[config.mk]
export PLATFORM = sky130hd
export DESIGN_NAME = ddc_ctrl
export DESIGN_NICKNAME = d
export VERILOG_FILES = /design/src/ddc_clk_div.v /design/src/ddc_cmd_check.v /design/src/ddc_ctrl.v
export VERILOG_INCLUDE_DIRS = /design/src
export SDC_FILE = /design/constraint.sdc
export NUM_CORES = 1
export LEC_CHECK = 0
export BUFFER_PORTS_ARGS = -buffer_cell sky130_fd_sc_hd__buf_4
export CORE_AREA = 8 8 124 126
export DETAILED_ROUTE_END_ITERATION = 8
export DIE_AREA = 0 0 132 134
export GPL_TIMING_DRIVEN = 1
export MAX_ROUTING_LAYER = met4
export PLACE_DENSITY = 0.76
export RECOVER_POWER = 50
export SLEW_MARGIN = 20
export SYNTH_ARGS = -nofsm -noshare
export SYNTH_HDL_FRONTEND = slang
export SYNTH_SLANG_ARGS = --single-unit
[constraint.sdc]
create_clock -name ref_clk_in -period 4.3 [get_ports ref_clk_in]
set_input_delay 0.86 -clock ref_clk_in [delete_from_list [all_inputs] [get_ports ref_clk_in]]
set_output_delay 0.86 -clock ref_clk_in [all_outputs]
set_load 0.02 [all_outputs]
[src/ddc_regs.vh]
`ifndef DDC_REGS_VH
`define DDC_REGS_VH

// software register byte offsets
`define DDC_OFF_CMD        5'h00
`define DDC_OFF_ADDR       5'h04
`define DDC_OFF_MASK       5'h08
`define DDC_OFF_STATUS     5'h0C
`define DDC_OFF_MODE       5'h10
`define DDC_OFF_EXT        5'h14

// command codes written to the command register
`define DDC_CMD_NOP        4'h0
`define DDC_CMD_ACT        4'h1
`define DDC_CMD_RD         4'h2
`define DDC_CMD_WR         4'h3
`define DDC_CMD_BST        4'h4
`define DDC_CMD_PRE        4'h5
`define DDC_CMD_REF        4'h6
`define DDC_CMD_SREF_IN    4'h7
`define DDC_CMD_SREF_OUT   4'h8
`define DDC_CMD_LOAD       4'h9

// address register fields
`define DDC_ADDR_BS0_BIT   13
`define DDC_ADDR_BS1_BIT   14
`define DDC_PRE_SEL_BIT    10
`define DDC_DLL_RESET_BIT  8
`define DDC_DLL_DIS_BIT    0

// status register fields
`define DDC_ST_BUSY        0
`define DDC_ST_DLL_WAIT    1
`define DDC_ST_REFUSED     2
`define DDC_ST_NEED_RST    3
`define DDC_ST_NEED_NORM   4
`define DDC_ST_SREF        5
`define DDC_ST_OPEN_LO     6
`define DDC_ST_BURST       10

// base mode field values
`define DDC_OPMODE_NORMAL  6'h00
`define DDC_OPMODE_DLLRST  6'h02
`define DDC_BL_2           3'h1
`define DDC_BL_4           3'h2
`define DDC_BL_8           3'h3
`define DDC_CL_2           3'h2
`define DDC_CL_2P5         3'h6

// reset values
`define DDC_MODE_RST       13'h0000
`define DDC_EXT_RST        13'h0001
`define DDC_MASK_RST       8'h00

// timing, in memory clock cycles
`define DDC_DLL_LOCK_CK    8'hC8
`define DDC_TMRD_CK        2'h2

`endif

[src/ddc_clk_div.v]
`timescale 1ns/100ps
module ddc_clk_div #(
    parameter DIV = 1
) (
    // clock, reset, enable
    input  wire       ref_clk_in,
    input  wire       rst_n_in,
    input  wire       clk_en_in,
    // memory clock
    output reg        mem_clk_out,
    output wire       fall_tick_out
);
    reg [7:0] cnt_q;

    // tick in the cycle before the memory clock falls: commands change then
    assign fall_tick_out = mem_clk_out && (cnt_q == DIV[7:0] - 8'h01);

    always @(posedge ref_clk_in or negedge rst_n_in) begin
        if (!rst_n_in) begin
            cnt_q       <= 8'h00;
            mem_clk_out <= 1'b0;
        end else if (clk_en_in) begin
            if (cnt_q == DIV[7:0] - 8'h01) begin
                cnt_q       <= 8'h00;
                mem_clk_out <= !mem_clk_out;
            end else begin
                cnt_q <= cnt_q + 8'h01;
            end
        end
    end
endmodule

[src/ddc_cmd_check.v]
`timescale 1ns/100ps
`include "ddc_regs.vh"
module ddc_cmd_check (
    // requested command
    input  wire [3:0]  code_in,
    input  wire [14:0] addr_in,
    // controller state
    input  wire [3:0]  open_banks_in,
    input  wire        burst_in,
    input  wire        bst_ok_in,
    input  wire        read_ok_in,
    input  wire        in_sref_in,
    // verdict
    output reg         legal_out
);
    wire [1:0] bank    = {addr_in[`DDC_ADDR_BS1_BIT], addr_in[`DDC_ADDR_BS0_BIT]};
    wire [5:0] op_mode = addr_in[12:7];
    wire       idle    = (open_banks_in == 4'h0) && !burst_in;
    wire       base_ok = ((op_mode == `DDC_OPMODE_NORMAL) || (op_mode == `DDC_OPMODE_DLLRST)) &&
                         ((addr_in[2:0] == `DDC_BL_2) || (addr_in[2:0] == `DDC_BL_4) ||
                          (addr_in[2:0] == `DDC_BL_8)) &&
                         ((addr_in[6:4] == `DDC_CL_2) || (addr_in[6:4] == `DDC_CL_2P5));

    always @* begin
        legal_out = 1'b0;
        if (in_sref_in) begin
            legal_out = (code_in == `DDC_CMD_SREF_OUT);
        end else begin
            case (code_in)
                `DDC_CMD_NOP:      legal_out = 1'b1;
                `DDC_CMD_ACT:      legal_out = !open_banks_in[bank];
                `DDC_CMD_RD:       legal_out = open_banks_in[bank] && read_ok_in;
                `DDC_CMD_WR:       legal_out = open_banks_in[bank];
                `DDC_CMD_BST:      legal_out = bst_ok_in;
                `DDC_CMD_PRE:      legal_out = !burst_in;
                `DDC_CMD_REF:      legal_out = idle;
                `DDC_CMD_SREF_IN:  legal_out = idle;
                // base needs normal or dll-reset mode; ext only with bank code 01
                `DDC_CMD_LOAD:     legal_out = idle && ((bank == 2'h0) ? base_ok :
                                               (bank == 2'h1));
                default:           legal_out = 1'b0;
            endcase
        end
    end
endmodule

[src/ddc_ctrl.v]
// Operation
// - base load with operating-mode bits zero selects normal mode; low seven bits set burst and latency
// - base load with only the dll reset bit set starts a dll reset
// - a dll-reset load should be followed by a normal-mode load; controller does not enforce this, it only flags need_norm_q in status
// - controller never programs reserved or test operating-mode codes
// - after enabling the dll, a base load resetting the dll is needed; controller refuses reads until one is issued
// - extended load only when banks idle and no burst; then wait before next command
// - after dll enable, 200 clocks with clock enable high before any read
// - burst terminate ends only reads without auto precharge
// - all strobes low loads a mode register chosen by the bank selects
// - write mask low writes the element, high suppresses it
// - clock enable high except self refresh; no undefined input combinations
`timescale 1ns/100ps
`include "ddc_regs.vh"
module ddc_ctrl #(
    parameter CLK_DIV  = 1,
    parameter ADDR_W   = 13
) (
    // clock, reset, enable
    input  wire              ref_clk_in,
    input  wire              reset_n_in,
    input  wire              clk_en_in,
    // software register port
    input  wire [4:0]        reg_addr_in,
    input  wire [31:0]       reg_wdata_in,
    input  wire              reg_wr_in,
    input  wire              reg_rd_in,
    output reg  [31:0]       reg_rdata_out,
    // memory command pins
    output wire              mem_clk_out,
    output wire              mem_clk_n_out,
    output reg               cke_out,
    output reg               chip_sel_n_out,
    output reg               row_strobe_n_out,
    output reg               col_strobe_n_out,
    output reg               write_strobe_n_out,
    output reg               bank_select_0_out,
    output reg               bank_select_1_out,
    output reg  [ADDR_W-1:0] addr_out,
    output reg               write_mask_out
);
    // strobe pattern {ras_n, cas_n, we_n} per command code
    function [2:0] strobes;
        input [3:0] code;
        begin
            case (code)
                `DDC_CMD_ACT:     strobes = 3'h3;
                `DDC_CMD_RD:      strobes = 3'h5;
                `DDC_CMD_WR:      strobes = 3'h4;
                `DDC_CMD_BST:     strobes = 3'h6;
                `DDC_CMD_PRE:     strobes = 3'h2;
                `DDC_CMD_REF:     strobes = 3'h1;
                `DDC_CMD_SREF_IN: strobes = 3'h1;
                `DDC_CMD_LOAD:    strobes = 3'h0;
                default:          strobes = 3'h7;
            endcase
        end
    endfunction

    // burst length in data elements from the burst field
    function [3:0] burst_len;
        input [2:0] field;
        begin
            case (field)
                `DDC_BL_4: burst_len = 4'h4;
                `DDC_BL_8: burst_len = 4'h8;
                default:   burst_len = 4'h2;
            endcase
        end
    endfunction

    reg        rst_s1_q;
    reg        rst_n_q;
    wire       fall_tick;
    wire       legal;

    reg        pend_q;
    reg [3:0]  code_q;
    reg [14:0] req_addr_q;
    reg [7:0]  mask_q;
    reg        refused_q;
    reg [12:0] mode_q;
    reg [12:0] ext_q;
    reg [3:0]  open_q;
    reg [3:0]  ap_bank_q;
    reg [2:0]  burst_ck_q;
    reg        rd_no_ap_q;
    reg [1:0]  mrd_q;
    reg [7:0]  dll_cnt_q;
    reg        need_rst_q;
    reg        need_norm_q;
    reg        sref_q;
    reg [7:0]  mask_sh_q;
    reg [3:0]  beats_q;
    reg        wr_arm_q;

    wire [1:0] bank     = {req_addr_q[`DDC_ADDR_BS1_BIT], req_addr_q[`DDC_ADDR_BS0_BIT]};
    wire       dll_on   = !ext_q[`DDC_DLL_DIS_BIT];
    wire       read_ok  = dll_on && (dll_cnt_q == 8'h00) && !need_rst_q;
    wire       burst    = (burst_ck_q != 3'h0);
    wire       launch   = pend_q && fall_tick && (mrd_q == 2'h0);
    wire       issue    = launch && legal;
    wire [3:0] bl       = burst_len(mode_q[2:0]);
    wire       sw_write = reg_wr_in && (reg_addr_in == `DDC_OFF_CMD);
    wire       is_base  = (bank == 2'h0);

    // reset released through two flops
    always @(posedge ref_clk_in or negedge reset_n_in) begin
        if (!reset_n_in) begin
            rst_s1_q <= 1'b0;
            rst_n_q  <= 1'b0;
        end else begin
            rst_s1_q <= 1'b1;
            rst_n_q  <= rst_s1_q;
        end
    end

    ddc_clk_div #(
        .DIV           (CLK_DIV)
    ) u_div (
        .ref_clk_in    (ref_clk_in),
        .rst_n_in      (rst_n_q),
        .clk_en_in     (clk_en_in),
        .mem_clk_out   (mem_clk_out),
        .fall_tick_out (fall_tick)
    );

    assign mem_clk_n_out = !mem_clk_out;

    ddc_cmd_check u_check (
        .code_in       (code_q),
        .addr_in       (req_addr_q),
        .open_banks_in (open_q),
        .burst_in      (burst),
        .bst_ok_in     (burst && rd_no_ap_q),
        .read_ok_in    (read_ok),
        .in_sref_in    (sref_q),
        .legal_out     (legal)
    );

    // software register port
    always @(posedge ref_clk_in or negedge rst_n_q) begin
        if (!rst_n_q) begin
            pend_q        <= 1'b0;
            code_q        <= `DDC_CMD_NOP;
            req_addr_q    <= 15'h0000;
            mask_q        <= `DDC_MASK_RST;
            refused_q     <= 1'b0;
            reg_rdata_out <= 32'h00000000;
        end else if (clk_en_in) begin
            reg_rdata_out <= 32'h00000000;
            if (reg_rd_in) begin
                case (reg_addr_in)
                    `DDC_OFF_CMD:    reg_rdata_out <= {28'h0000000, code_q};
                    `DDC_OFF_ADDR:   reg_rdata_out <= {17'h00000, req_addr_q};
                    `DDC_OFF_MASK:   reg_rdata_out <= {24'h000000, mask_q};
                    `DDC_OFF_STATUS: reg_rdata_out <= {21'h000000, burst, open_q, sref_q,
                                                       need_norm_q, need_rst_q, refused_q,
                                                       (dll_cnt_q != 8'h00), pend_q};
                    `DDC_OFF_MODE:   reg_rdata_out <= {19'h00000, mode_q};
                    `DDC_OFF_EXT:    reg_rdata_out <= {19'h00000, ext_q};
                    default:         reg_rdata_out <= 32'h00000000;
                endcase
            end
            if (reg_wr_in && (reg_addr_in == `DDC_OFF_ADDR) && !pend_q)
                req_addr_q <= reg_wdata_in[14:0];
            if (reg_wr_in && (reg_addr_in == `DDC_OFF_MASK))
                mask_q <= reg_wdata_in[7:0];
            // a command written while one is pending is dropped and flagged
            if (sw_write && !pend_q) begin
                code_q <= reg_wdata_in[3:0];
                pend_q <= 1'b1;
            end else if (launch) begin
                pend_q <= 1'b0;
            end
            // set wins over the write-one clear
            if ((launch && !legal) || (sw_write && pend_q))
                refused_q <= 1'b1;
            else if (reg_wr_in && (reg_addr_in == `DDC_OFF_STATUS) &&
                     reg_wdata_in[`DDC_ST_REFUSED])
                refused_q <= 1'b0;
        end
    end

    // command pins change with the falling edge so they are stable at the rising one
    always @(posedge ref_clk_in or negedge rst_n_q) begin
        if (!rst_n_q) begin
            cke_out            <= 1'b1;
            chip_sel_n_out     <= 1'b1;
            row_strobe_n_out   <= 1'b1;
            col_strobe_n_out   <= 1'b1;
            write_strobe_n_out <= 1'b1;
            bank_select_0_out  <= 1'b0;
            bank_select_1_out  <= 1'b0;
            addr_out           <= {ADDR_W{1'b0}};
        end else if (clk_en_in && fall_tick) begin
            chip_sel_n_out <= 1'b1;
            {row_strobe_n_out, col_strobe_n_out, write_strobe_n_out} <= 3'h7;
            if (issue) begin
                if (code_q == `DDC_CMD_SREF_IN)
                    cke_out <= 1'b0;
                else if (code_q == `DDC_CMD_SREF_OUT)
                    cke_out <= 1'b1;
                chip_sel_n_out <= (strobes(code_q) == 3'h7);
                {row_strobe_n_out, col_strobe_n_out, write_strobe_n_out} <= strobes(code_q);
                bank_select_0_out <= req_addr_q[`DDC_ADDR_BS0_BIT];
                bank_select_1_out <= req_addr_q[`DDC_ADDR_BS1_BIT];
                addr_out          <= req_addr_q[ADDR_W-1:0];
            end
        end
    end

    // bank, burst and mode-register shadow state
    always @(posedge ref_clk_in or negedge rst_n_q) begin
        if (!rst_n_q) begin
            open_q      <= 4'h0;
            ap_bank_q   <= 4'h0;
            burst_ck_q  <= 3'h0;
            rd_no_ap_q  <= 1'b0;
            mrd_q       <= 2'h0;
            mode_q      <= `DDC_MODE_RST;
            ext_q       <= `DDC_EXT_RST;
            need_rst_q  <= 1'b0;
            need_norm_q <= 1'b0;
            sref_q      <= 1'b0;
        end else if (clk_en_in && fall_tick) begin
            if (mrd_q != 2'h0)
                mrd_q <= mrd_q - 2'h1;
            if (burst_ck_q != 3'h0) begin
                burst_ck_q <= burst_ck_q - 3'h1;
                if (burst_ck_q == 3'h1) begin
                    open_q    <= open_q & ~ap_bank_q;
                    ap_bank_q <= 4'h0;
                end
            end
            if (issue) begin
                case (code_q)
                    `DDC_CMD_ACT: open_q[bank] <= 1'b1;
                    `DDC_CMD_RD, `DDC_CMD_WR: begin
                        burst_ck_q <= bl[3:1];
                        rd_no_ap_q <= (code_q == `DDC_CMD_RD) &&
                                      !req_addr_q[`DDC_PRE_SEL_BIT];
                        ap_bank_q  <= req_addr_q[`DDC_PRE_SEL_BIT] ?
                                      (4'h1 << bank) : 4'h0;
                    end
                    `DDC_CMD_BST: burst_ck_q <= 3'h0;
                    `DDC_CMD_PRE: begin
                        if (req_addr_q[`DDC_PRE_SEL_BIT])
                            open_q <= 4'h0;
                        else
                            open_q[bank] <= 1'b0;
                    end
                    `DDC_CMD_SREF_IN:  sref_q <= 1'b1;
                    `DDC_CMD_SREF_OUT: sref_q <= 1'b0;
                    `DDC_CMD_LOAD: begin
                        mrd_q <= `DDC_TMRD_CK;
                        if (is_base) begin
                            // the reset bit is not kept: it clears itself in the part
                            mode_q <= req_addr_q[12:0] &
                                      ~(13'h0001 << `DDC_DLL_RESET_BIT);
                            need_rst_q  <= need_rst_q &&
                                           !req_addr_q[`DDC_DLL_RESET_BIT];
                            need_norm_q <= req_addr_q[`DDC_DLL_RESET_BIT];
                        end else begin
                            ext_q <= req_addr_q[12:0];
                            if (!req_addr_q[`DDC_DLL_DIS_BIT])
                                need_rst_q <= 1'b1;
                        end
                    end
                    default: ;
                endcase
            end
        end
    end

    // dll lock wait, counted in memory clocks with clock enable high
    always @(posedge ref_clk_in or negedge rst_n_q) begin
        if (!rst_n_q) begin
            dll_cnt_q <= 8'h00;
        end else if (clk_en_in && fall_tick) begin
            if (issue && ((code_q == `DDC_CMD_SREF_OUT) ||
                          ((code_q == `DDC_CMD_LOAD) && is_base &&
                           req_addr_q[`DDC_DLL_RESET_BIT]) ||
                          ((code_q == `DDC_CMD_LOAD) && !is_base &&
                           !req_addr_q[`DDC_DLL_DIS_BIT])))
                dll_cnt_q <= `DDC_DLL_LOCK_CK;
            else if ((dll_cnt_q != 8'h00) && cke_out)
                dll_cnt_q <= dll_cnt_q - 8'h01;
        end
    end

    // write mask: one element per reference cycle, two per memory clock when CLK_DIV is 1
    always @(posedge ref_clk_in or negedge rst_n_q) begin
        if (!rst_n_q) begin
            mask_sh_q      <= 8'h00;
            beats_q        <= 4'h0;
            wr_arm_q       <= 1'b0;
            write_mask_out <= 1'b0;
        end else if (clk_en_in) begin
            wr_arm_q <= issue && (code_q == `DDC_CMD_WR);
            if (wr_arm_q) begin
                mask_sh_q <= mask_q;
                beats_q   <= bl;
            end else if (beats_q != 4'h0) begin
                write_mask_out <= mask_sh_q[0];
                mask_sh_q      <= {1'b0, mask_sh_q[7:1]};
                beats_q        <= beats_q - 4'h1;
            end else begin
                write_mask_out <= 1'b0;
            end
        end
    end
endmodule

### Word-level counts from Yosys, hierarchy flattened

Memories as Yosys holds them, arrays and structs flattened.
Index checks and enable logic that the tools add are counted.

| word-level totals | value |
|---|---|
| bits in registers | 156 |
| bits in read-only memories | 96 |
| input port bits | 42 |
| logic and storage cells | 210 |
| memories kept | 2 |

| cells by class | value |
|---|---|
| $add $sub $neg | 5 |
| order comparisons | 2 |
| eq/ne operators | 26 |
| shifts and indexed selects | 1 |
| muxes and demuxes | 50 |
| bitwise logic cells | 7 |
| reductions and logical operators | 84 |

Memory list:

| name | depth | width | rd ports | clocked after Yosys merged registers in | wr ports | line | source |
|---|---|---|---|---|---|---|---|
| (name not given) | 16 | 3 | 1 | 0 | 0 | ddc_ctrl.v:46 | `case (code)` |
| (name not given) | 16 | 3 | 1 | 0 | 0 | ddc_ctrl.v:46 |  |

Operators with widths:

| cell | number |
|---|---|
| case mux 15 bit (6 select lines) | 1 |
| two-way mux 4 bit | 12 |
| two-way mux 8 bit | 5 |
| logical AND 1 bit | 32 |
| AND reduction 2 bit | 10 |
| two-way mux 1 bit | 17 |
| == test 4 x 3 -> 1 bit, second input constant | 4 |
| logical NOT 8 bit | 2 |
| case mux 4 bit (2 select lines) | 2 |
| == test 3 x 2 -> 1 bit, second input constant | 5 |
| two-way mux 15 bit | 1 |
| two-way mux 3 bit | 4 |
| AND reduction 4 bit | 3 |
| nonzero test 2 bit | 6 |
| logical NOT 1 bit | 11 |
| == test 5 x 4 -> 1 bit, second input constant | 2 |
| == test 5 bit, second input constant | 2 |
| adder 8 x 1 -> 8 bit, second input constant | 1 |
| AND 4 bit | 2 |
| == test 4 x 2 -> 1 bit, second input constant | 2 |
| == test 4 bit, second input constant | 2 |
| logical NOT 4 bit | 2 |
| NOT 4 bit | 2 |
| case mux 1 bit (8 select lines) | 1 |
| 30 further kinds | 44 |

### Logic depth before layout (Yosys ltp)

Gate-level depths: netlist of run 1.

| depth | value |
|---|---|
| depth in word-level cells | 14 |
| mapped depth | 10 |
| mapped depth without buffers | 9 |

### Hierarchy

Synthesis of run 1 repeated with hierarchy kept, for this count alone.

| unflattened totals | value |
|---|---|
| cell total of the unflattened synthesis | 652 |
| area total of the unflattened synthesis | 7,080.5 um2 |

By module, submodules not included:

| module | instances | cells each | area an instance (um2) | sequential area each (um2) |
|---|---|---|---|---|
| ddc_ctrl | 1 | 588 | 6,448.7 | 3,260.6 |
| ddc_clk_div | 1 | 40 | 452.9 | 225.2 |
| ddc_cmd_check | 1 | 24 | 178.9 | 0.0 |

### Worst setup path before layout of run 1

OpenSTA, ideal clock, no wires.

| timing path | value |
|---|---|
| path type | input port to flip-flop |
| from | input port reg_addr_in[1] |
| to | register req_addr_q[0] |
| library setup time | 0.125 ns |
| arrival time | 2.784 ns |
| data required time | 4.175 ns |
| setup slack | 1.391 ns |
| cell stages on the path | 5 |
| path through | nor3_1 nand2_1 nor4_1 clkbuf_1 mux2_2 |

| between the ends | value |
|---|---|
| longest elaborated chain between the ends | 4 |

Ends and longest elaborated chain:

| item | line | source |
|---|---|---|
| start, declared | ddc_ctrl.v:24 | `input wire [4:0] reg_addr_in,` |
| == test 5 x 3 -> 1 bit | n/a |  |
| logical AND 1 bit (2 in series) | ddc_ctrl.v:165 | `` if (reg_wr_in && (reg_addr_in == `DDC_OFF_ADDR) && !pend_q) `` |
| AND reduction 2 bit (no source line) | n/a |  |
| end signal, assigned | ddc_ctrl.v:166 | `req_addr_q <= reg_wdata_in[14:0];` |
| end, declared | ddc_ctrl.v:79 | `reg [14:0] req_addr_q;` |

No other way between the ends.
A chain may end at the register's enable or synchronous reset.

### Final worst setup path of run 1

| timing path | value |
|---|---|
| from | register code_q[3] |
| to | register mode_q[6] |

| between the ends | value |
|---|---|
| longest elaborated chain between the ends | 6 |
| elaborated cells between the ends (all ways) | 15 |
| those cells by class | eq/ne (9); mux (2); reduce/logical (4) |

Ends and longest elaborated chain:

| item | line | source |
|---|---|---|
| start, declared | ddc_ctrl.v:78 | `reg [3:0] code_q;` |
| start signal, assigned | ddc_ctrl.v:145 | `` code_q <= `DDC_CMD_NOP; `` |
| start signal, assigned | ddc_ctrl.v:171 | `code_q <= reg_wdata_in[3:0];` |
| == test 4 x 3 -> 1 bit | ddc_cmd_check.v:29 | `case (code_in)` |
| OR reduction 2 bit (no source line) | n/a |  |
| case mux 1 bit (8 select lines) | ddc_cmd_check.v:29 |  |
| two-way mux 1 bit | ddc_cmd_check.v:26 | `if (in_sref_in) begin` |
| logical AND 1 bit | ddc_ctrl.v:102 | `wire issue = launch && legal;` |
| AND reduction 4 bit (no source line) * | n/a |  |
| end signal, assigned | ddc_ctrl.v:221 | `` mode_q <= `DDC_MODE_RST; `` |
| end signal, assigned | ddc_ctrl.v:259 | `mode_q <= req_addr_q[12:0] &` |
| end, declared | ddc_ctrl.v:82 | `reg [12:0] mode_q;` |

Mark *: on every way between the ends. The rest lies on a longest branch, timed or not.

==> impl_metrics.csv, run 1 <==
group,metric,value,unit
logic_synthesis,synth_cell_types,64,
global_route,grt_pass1_vias,5509,
power,leakagePower,3.666,nW
power,p_per_area,457.6,mW/mm²
floorplan,fp.dieH,134,µm
global_route,grt_pass1_wl,28590,µm
sta,fin_skew,0.009767,ns
cells_and_area,final_nets,754,
setup_path,cp.arrival,3.43,ns
cts,clock-root-buffer,"clkbuf_16",
global_route,grt_overflow,0,
sta,slew_violations,90,
drt,vias,5377,
placement,place_area,0.007487,mm²
min_path,min_path_type,"input port to async pin",
drt,drt_pass1_iterations,7,
cells_and_area,areaGrowthSynthToFinish,18.07,%
logic_synthesis,yosys.area_share.xor_xnor,1.021,%
placement,portBuffers,62,
sta,max_slew_margin,-84.51,%
drt,vias_per_cell,5.988,
placement,dp_hpwl,12140,µm
logic_synthesis,synth-simple-area-share,13.55,%
outcome,violations,"capacitance limit, slew limit",
cts,cts_tree,"built",
logic_synthesis,synth-seq-cells,139,
drt,wirelength,17540,µm
run,max-cap-violations,2,
cts,ctsLongestPathBuffers,2,
floorplan,ios,97,
floorplan,dieArea,0.01769,mm²
sta,setup-tns-final,0,ns
setup_path,path_max_fanout,16,
logic_synthesis,synth_fa_ha_area_share,1.276,%
logic_synthesis,synth_compound_area_share,14.51,%
floorplan,rows,43,
sta,timing.final.hold_violations,0,
logic_synthesis,synthCells,643,
sta,fin_crit_sh,72.67,%
setup_path,cp_slowest_cell,"dfrtp_1",
placement,gp_congestion,0.8848,
logic_synthesis,synth_edf_count,0,
logic_synthesis,synth_top_family_by_area,"compound AO/OA/AOI/OAI gates",
setup_path,critPathKind,"flop to flop",
cells_and_area,fill_cells,1124,
setup_path,critPathMaxStageDelay,0.73,ns
logic_synthesis,synthFlopType,"dfrtp_1",
sta,max_freq,320.0,MHz
cts,cts_buffers,17,
sta,holdWs,0.2204,ns
cells_and_area,diodes,0,
setup_path,crit_path_start_kind,"flop",
floorplan,start_util,50.81,%
logic_synthesis,netlist_area,0.006862,mm²
global_route,grtUsageTotal,20.77,%
cts,postCtsSetupRepairBufs,0,
sta,rsz0062_at_grt,"false",
drt,wl_per_cell,19.53,µm
outcome,status,"finished with violations",
cells_and_area,stdcell_area,0.008102,mm²
cells_and_area,final_core_util,59.99,%
cts,insertion_delay,0.42,ns
cts,htreeDepth,4,
setup_path,critPathCaptureType,"flop",
cells_and_area,drive_above_1_share,26.32,%
floorplan,core,0.01350,mm²
floorplan,die_w,132,µm
power,power,3.707,mW
sta,setup_viol,0,
logic_synthesis,synth.area.mux_share,13.02,%
setup_path,worst-path-buf-inv,1,
global_route,antenna_found_initial,0,
cts,hold_buffers,0,
setup_path,critical-path-top-delay-family,"compound AO/OA/AOI/OAI gates",
drt,dr.first_iter.drc_count,501,
logic_synthesis,syn_area_per_cell,10.67,µm²
sta,tightest_slew,2.768,ns
cts,cts_resized,0,
logic_synthesis,synthArstFlopShare,100.0,%
setup_path,required,4.60,ns
setup_path,path_cells,"nand4bb_1 > o21a_1 > a2111oi_0 > a2111o_2 > nor2_4 > nor4_4 > buf_4 > mux2_2",
logic_synthesis,yosys_warnings,0,
power,ir_drop,0.0003653,V
drt,drc,0,
global_route,grt_start_max_net_pins,70,
cts,cts.clk_slew.worst_paths,0.06,ns
logic_synthesis,synth-seq-area-share,50.80,%
drt,ant_nets,0,
sta,layout_min_cycle_time,3.125,ns
cts,clock_sinks,139,
routing by layer:
| layer | share of wire [%] | vias to the layer above | GRT usage (%) |
|---|---|---|---|
| li1 | - | 2420 | - |
| met1 | 41 | 2676 | 25.04 |
| met2 | 50 | 246 | 32.69 |
| met3 | 7.0 | 35 | 5.572 |
| met4 | 2.5 | 0 | 8.424 |
| met5 | 0 | - | - |
power breakdown:
| part | switching, mW | leakage (nW) | internal, mW |
|---|---|---|---|
| Sequential | 0.166 | 1.85 | 1.43 |
| Combinational | 0.321 | 1.52 | 0.225 |
| Clock | 0.571 | 0.301 | 0.993 |
| Total | 1.06 | 3.67 | 2.65 |
stage by stage:
| stage | cells | worst slack [ns] |
|---|---|---|
| after global placement | 866 | 1.217 |
| after detailed placement | 866 | 1.222 |
| after CTS | 898 | 1.256 |
| after floorplan | 659 | 0.1510 |
| final | 898 | 1.175 |
| after global routing | 898 | 1.022 |
path summary, 6_finish.rpt:
kind | startpoint | end | slack (ns) | depth (start not counted)
max in group asynchronous | rst_n_q | ext_q[12] | 1.54 | 0
max reg2reg | code_q[3] | mode_q[6] | 1.17 | 8
min reg2reg | rst_s1_q | rst_n_q | 0.35 | 0
min in group ref_clk_in | rst_s1_q | rst_n_q | 0.35 | 0
min | reset_n_in | rst_n_q | 0.22 | 1
max | code_q[3] | mode_q[6] | 1.17 | 8
flip-flops by register name, indices dropped and copies added, names as in the netlist, 2 cells and up:
name / count
req_addr_q: 15
u_div.cnt_q: 8
addr_out: 13
burst_ck_q: 3
mask_q: 8
ap_bank_q: 4
dll_cnt_q: 8
open_q: 4
mode_q: 12
code_q: 4
mrd_q: 2
beats_q: 4
ext_q: 13
reg_rdata_out: 15
mask_sh_q: 8
cells by family (layout without fill, tap and decap cells):
group / count (synthesis) / after routing
other cells: 2 / 18
mux: 80 / 80
xor+xnor: 8 / 8
compound gates: 153 / 153
fa+ha+maj: 7 / 7
flops: 139 / 139
simple gates: 172 / 172
buf+inv: 82 / 141
area by class of cell:
class                           instances  area, µm²  share of cell area [%]
Multi-Input combinational cell        438       3057                   37.73
Clock buffer                           20      446.7                   5.514
Timing Repair Buffer                   77      579.3                   7.151
Sequential cell                       139       3486                   43.03
Clock inverter                         12      187.7                   2.317
Tap cell                              180      225.2                   2.780
Inverter                               32      120.1                   1.483
worst register-to-register path, cell delays in order, from the launching register on:
cell and delay, ns:
dfrtp_1 0.73, nand4bb_1 0.27, o21a_1 0.23, a2111oi_0 0.46
a2111o_2 0.29, nor2_4 0.10, nor4_4 0.27, buf_4 0.29
mux2_2 0.37
cell usage in the layout, fill, tap and decap left out, drive strengths merged, types with 5 or more instances in the layout:
cell type,synthesis,final
o211ai,6,6
a22o,5,5
nor4b,5,5
dfstp,6,6
nor2b,10,10
a31oi,6,6
xnor2,7,7
ha,7,7
o21ai,36,36
conb,2,18
dfrtp,133,133
nor2,29,29
mux2i,15,15
buf,24,74
a21o,5,5
o31ai,10,10
nand2b,9,9
mux2,64,64
nand3,9,9
a21oi,34,34
nor3,9,9
clkbuf,26,23
o22ai,21,21
nor4,8,8
inv,32,34
nand2,59,59
nand4,8,8
synthesized netlist by cell type, types with 10 or more instances:
| cell | count | area, µm² |
|---|---|---|
| a21oi_1 | 34 | 170.2 |
| clkbuf_1 | 26 | 97.59 |
| o22ai_1 | 21 | 131.4 |
| dfrtp_1 | 133 | 3328 |
| o31ai_1 | 10 | 75.07 |
| nand2_1 | 59 | 221.5 |
| nor2b_1 | 10 | 62.56 |
| o21ai_0 | 34 | 170.2 |
| nor2_1 | 27 | 101.4 |
| buf_4 | 18 | 135.1 |
| mux2i_1 | 15 | 150.1 |
| mux2_2 | 63 | 709.4 |
| inv_1 | 32 | 120.1 |
Power figures use the tool's default switching activity.
==> run 2, diff against run 1 <==
--- a/config.mk
+++ b/config.mk
@@ -7,12 +7,12 @@
 export NUM_CORES = 1
 export LEC_CHECK = 0
 export BUFFER_PORTS_ARGS = -buffer_cell sky130_fd_sc_hd__buf_4
-export CORE_AREA = 8 8 124 126
+export CORE_AREA = 8 8 118 120
 export DETAILED_ROUTE_END_ITERATION = 8
-export DIE_AREA = 0 0 132 134
+export DIE_AREA = 0 0 126 128
 export GPL_TIMING_DRIVEN = 1
 export MAX_ROUTING_LAYER = met4
-export PLACE_DENSITY = 0.76
+export PLACE_DENSITY = 0.8
 export RECOVER_POWER = 50
 export SLEW_MARGIN = 20
 export SYNTH_ARGS = -nofsm -noshare
==> constraint.sdc (replaced) <==
create_clock -name ref_clk_in -period 3 [get_ports ref_clk_in]
set_input_delay 0.6 -clock ref_clk_in [delete_from_list [all_inputs] [get_ports ref_clk_in]]
set_output_delay 0.6 -clock ref_clk_in [all_outputs]
set_load 0.02 [all_outputs]
==> impl_metrics.csv, run 2 (synthesis results as in run 1) <==
group,metric,value,unit
drt,top_layer,"met4",
cts,clock-root-buffer,"clkbuf_16",
setup_path,cp_slowest_cell,"or4_1",
drt,routed-wl-met3,1257,µm
floorplan,die_w,126,µm
placement,portBuffers,62,
cells_and_area,register_area,0.003486,mm²
sta,rsz0062_at_grt,"false",
floorplan,fp.dieH,128,µm
setup_path,critical-path-top-delay-family,"simple AND/OR/NAND/NOR gates",
cells_and_area,drive_above_1_share,28.03,%
sta,fin_skew,0.009614,ns
outcome,violations,"capacitance limit, slew limit",
cts,clock_sinks,139,
outcome,status,"finished with violations",
drt,wl_met1,7239,µm
global_route,grt_start_max_net_pins,63,
power,leakagePower,3.713,nW
global_route,grtUsageTotal,23.44,%
setup_path,required,3.31,ns
min_path,min_path_type,"flop to flop",
cells_and_area,diodes,0,
sta,timing.final.hold_violations,0,
power,ir_drop,0.0004902,V
placement,dp_hpwl,12390,µm
cts,insertion_delay,0.43,ns
cells_and_area,multi_input_area,0.003063,mm²
power,p_per_area,624.7,mW/mm²
global_route,grt_overflow,0,
cells_and_area,fill_cells,935,
global_route,grt_pass1_wl,28850,µm
floorplan,rows,41,
global_route,antenna_found_initial,0,
cells_and_area,layout_common_cells,"133 x dfrtp_1, 86 x buf_4, 63 x mux2_2",
cells_and_area,final_nets,771,
cells_and_area,final_common_cell,"dfrtp_1",
drt,vias,5495,
floorplan,core,0.01221,mm²
run,max-cap-violations,1,
setup_path,critPathMaxStageDelay,0.58,ns
sta,tightest_slew,1.722,ns
cts,ctsLongestPathBuffers,2,
sta,layout_min_cycle_time,2.885,ns
cts,htreeDepth,4,
setup_path,cp.arrival,3.19,ns
sta,setup_viol,0,
drt,drt_pass1_iterations,7,
power,power,5.081,mW
sta,holdWs,0.3540,ns
setup_path,path_max_fanout,14,
setup_path,path_cells,"or4_1 > or3_1 > o21ai_1 > a2111o_2 > nor2_4 > nor4_4 > buf_12 > mux2_2",
drt,drc,0,
floorplan,ios,97,
drt,ant_nets,0,
setup_path,critPathCaptureType,"flop",
cells_and_area,areaGrowthSynthToFinish,18.53,%
global_route,grt_pass1_vias,5676,
drt,vias_per_cell,6.209,
cts,postCtsSetupRepairBufs,0,
floorplan,start_util,56.20,%
sta,max_freq,346.7,MHz
cells_and_area,final_core_util,66.61,%
placement,gp_congestion,0.9013,
drt,dr.first_iter.drc_count,583,
cells_and_area,top_regs,"reg_rdata_out x15, req_addr_q x15",
drt,wl_met2,8563,µm
setup_path,critPathKind,"flop to flop",
floorplan,dieArea,0.01613,mm²
cts,cts_tree,"built",
sta,slew_violations,46,
cts,cts_buffers,17,
setup_path,crit_path_start_kind,"flop",
sta,fin_crit_sh,96.15,%
cts,cts.clk_slew.worst_paths,0.06,ns
sta,setup-tns-final,0,ns
drt,wirelength,17560,µm
setup_path,worst-path-buf-inv,1,
setup_path,r2r_slack,0.12,ns
sta,max_slew_margin,-14.82,%
drt,wl_per_cell,19.84,µm
run 2: path summary, 6_finish.rpt:
path                              start             end  depth (start not counted)
hold reg to reg                rst_s1_q         rst_n_q                          0
min in group asynchronous    reset_n_in        rst_s1_q                          2
setup reg to reg           dll_cnt_q[3]       mode_q[1]                          8
hold / removal                 rst_s1_q         rst_n_q                          0
setup / recovery           dll_cnt_q[3]       mode_q[1]                          8
max in group asynchronous       rst_n_q  u_div.cnt_q[4]                          1
run 2: timing repair:
item / in CTS / in global routing
resized for setup: 0 / 1
setup endpoints to repair: 0 / 1
hold buffers: 1 / 0
hold endpoints to repair: 2 / 0
run 2: area by class of cell:
| type | count | share of cell area, % |
|---|---|---|
| Timing Repair Buffer | 94 | 8.846 |
| Clock buffer | 22 | 5.831 |
| Sequential cell | 139 | 42.86 |
| Multi-Input combinational cell | 438 | 37.66 |
| Tap cell | 150 | 2.308 |
| Clock inverter | 10 | 1.015 |
| Inverter | 32 | 1.477 |
run 2: per-layer routing:
layer,vias up,global-route usage [%]
li1,2461,-
met1,2739,27.50
met2,252,37.27
met3,43,6.198
met4,0,10.97
met5,-,-
run 2: through the flow:
| step | area [µm²] | setup WS, ns | instances |
|---|---|---|---|
| after floorplan | 6923 | 0.3167 | 659 |
| after global placement | 7595 | 0.2384 | 852 |
| after detailed placement | 7595 | 0.1882 | 852 |
| after CTS | 8162 | 0.1259 | 885 |
| final | 8133 | 0.1155 | 885 |
| after global routing | 8133 | 0.01122 | 885 |
run 2: report_power, final:
group          switching, mW  leakage [nW]  internal [mW]
logic                  0.507          1.60          0.355
clock network          0.822         0.261           1.13
registers              0.210          1.85           2.05
total                   1.54          3.71           3.54
run 2: worst register-to-register path, delay by kind of cell, from the launching register on:
| kind | cells | cell delay (ns) |
|---|---|---|
| AND/OR/NAND/NOR | 4 | 1.41 |
| flip-flops | 1 | 0.42 |
| multiplexers | 1 | 0.34 |
| AO/OA/AOI/OAI | 2 | 0.40 |
| buffers and inverters | 1 | 0.19 |
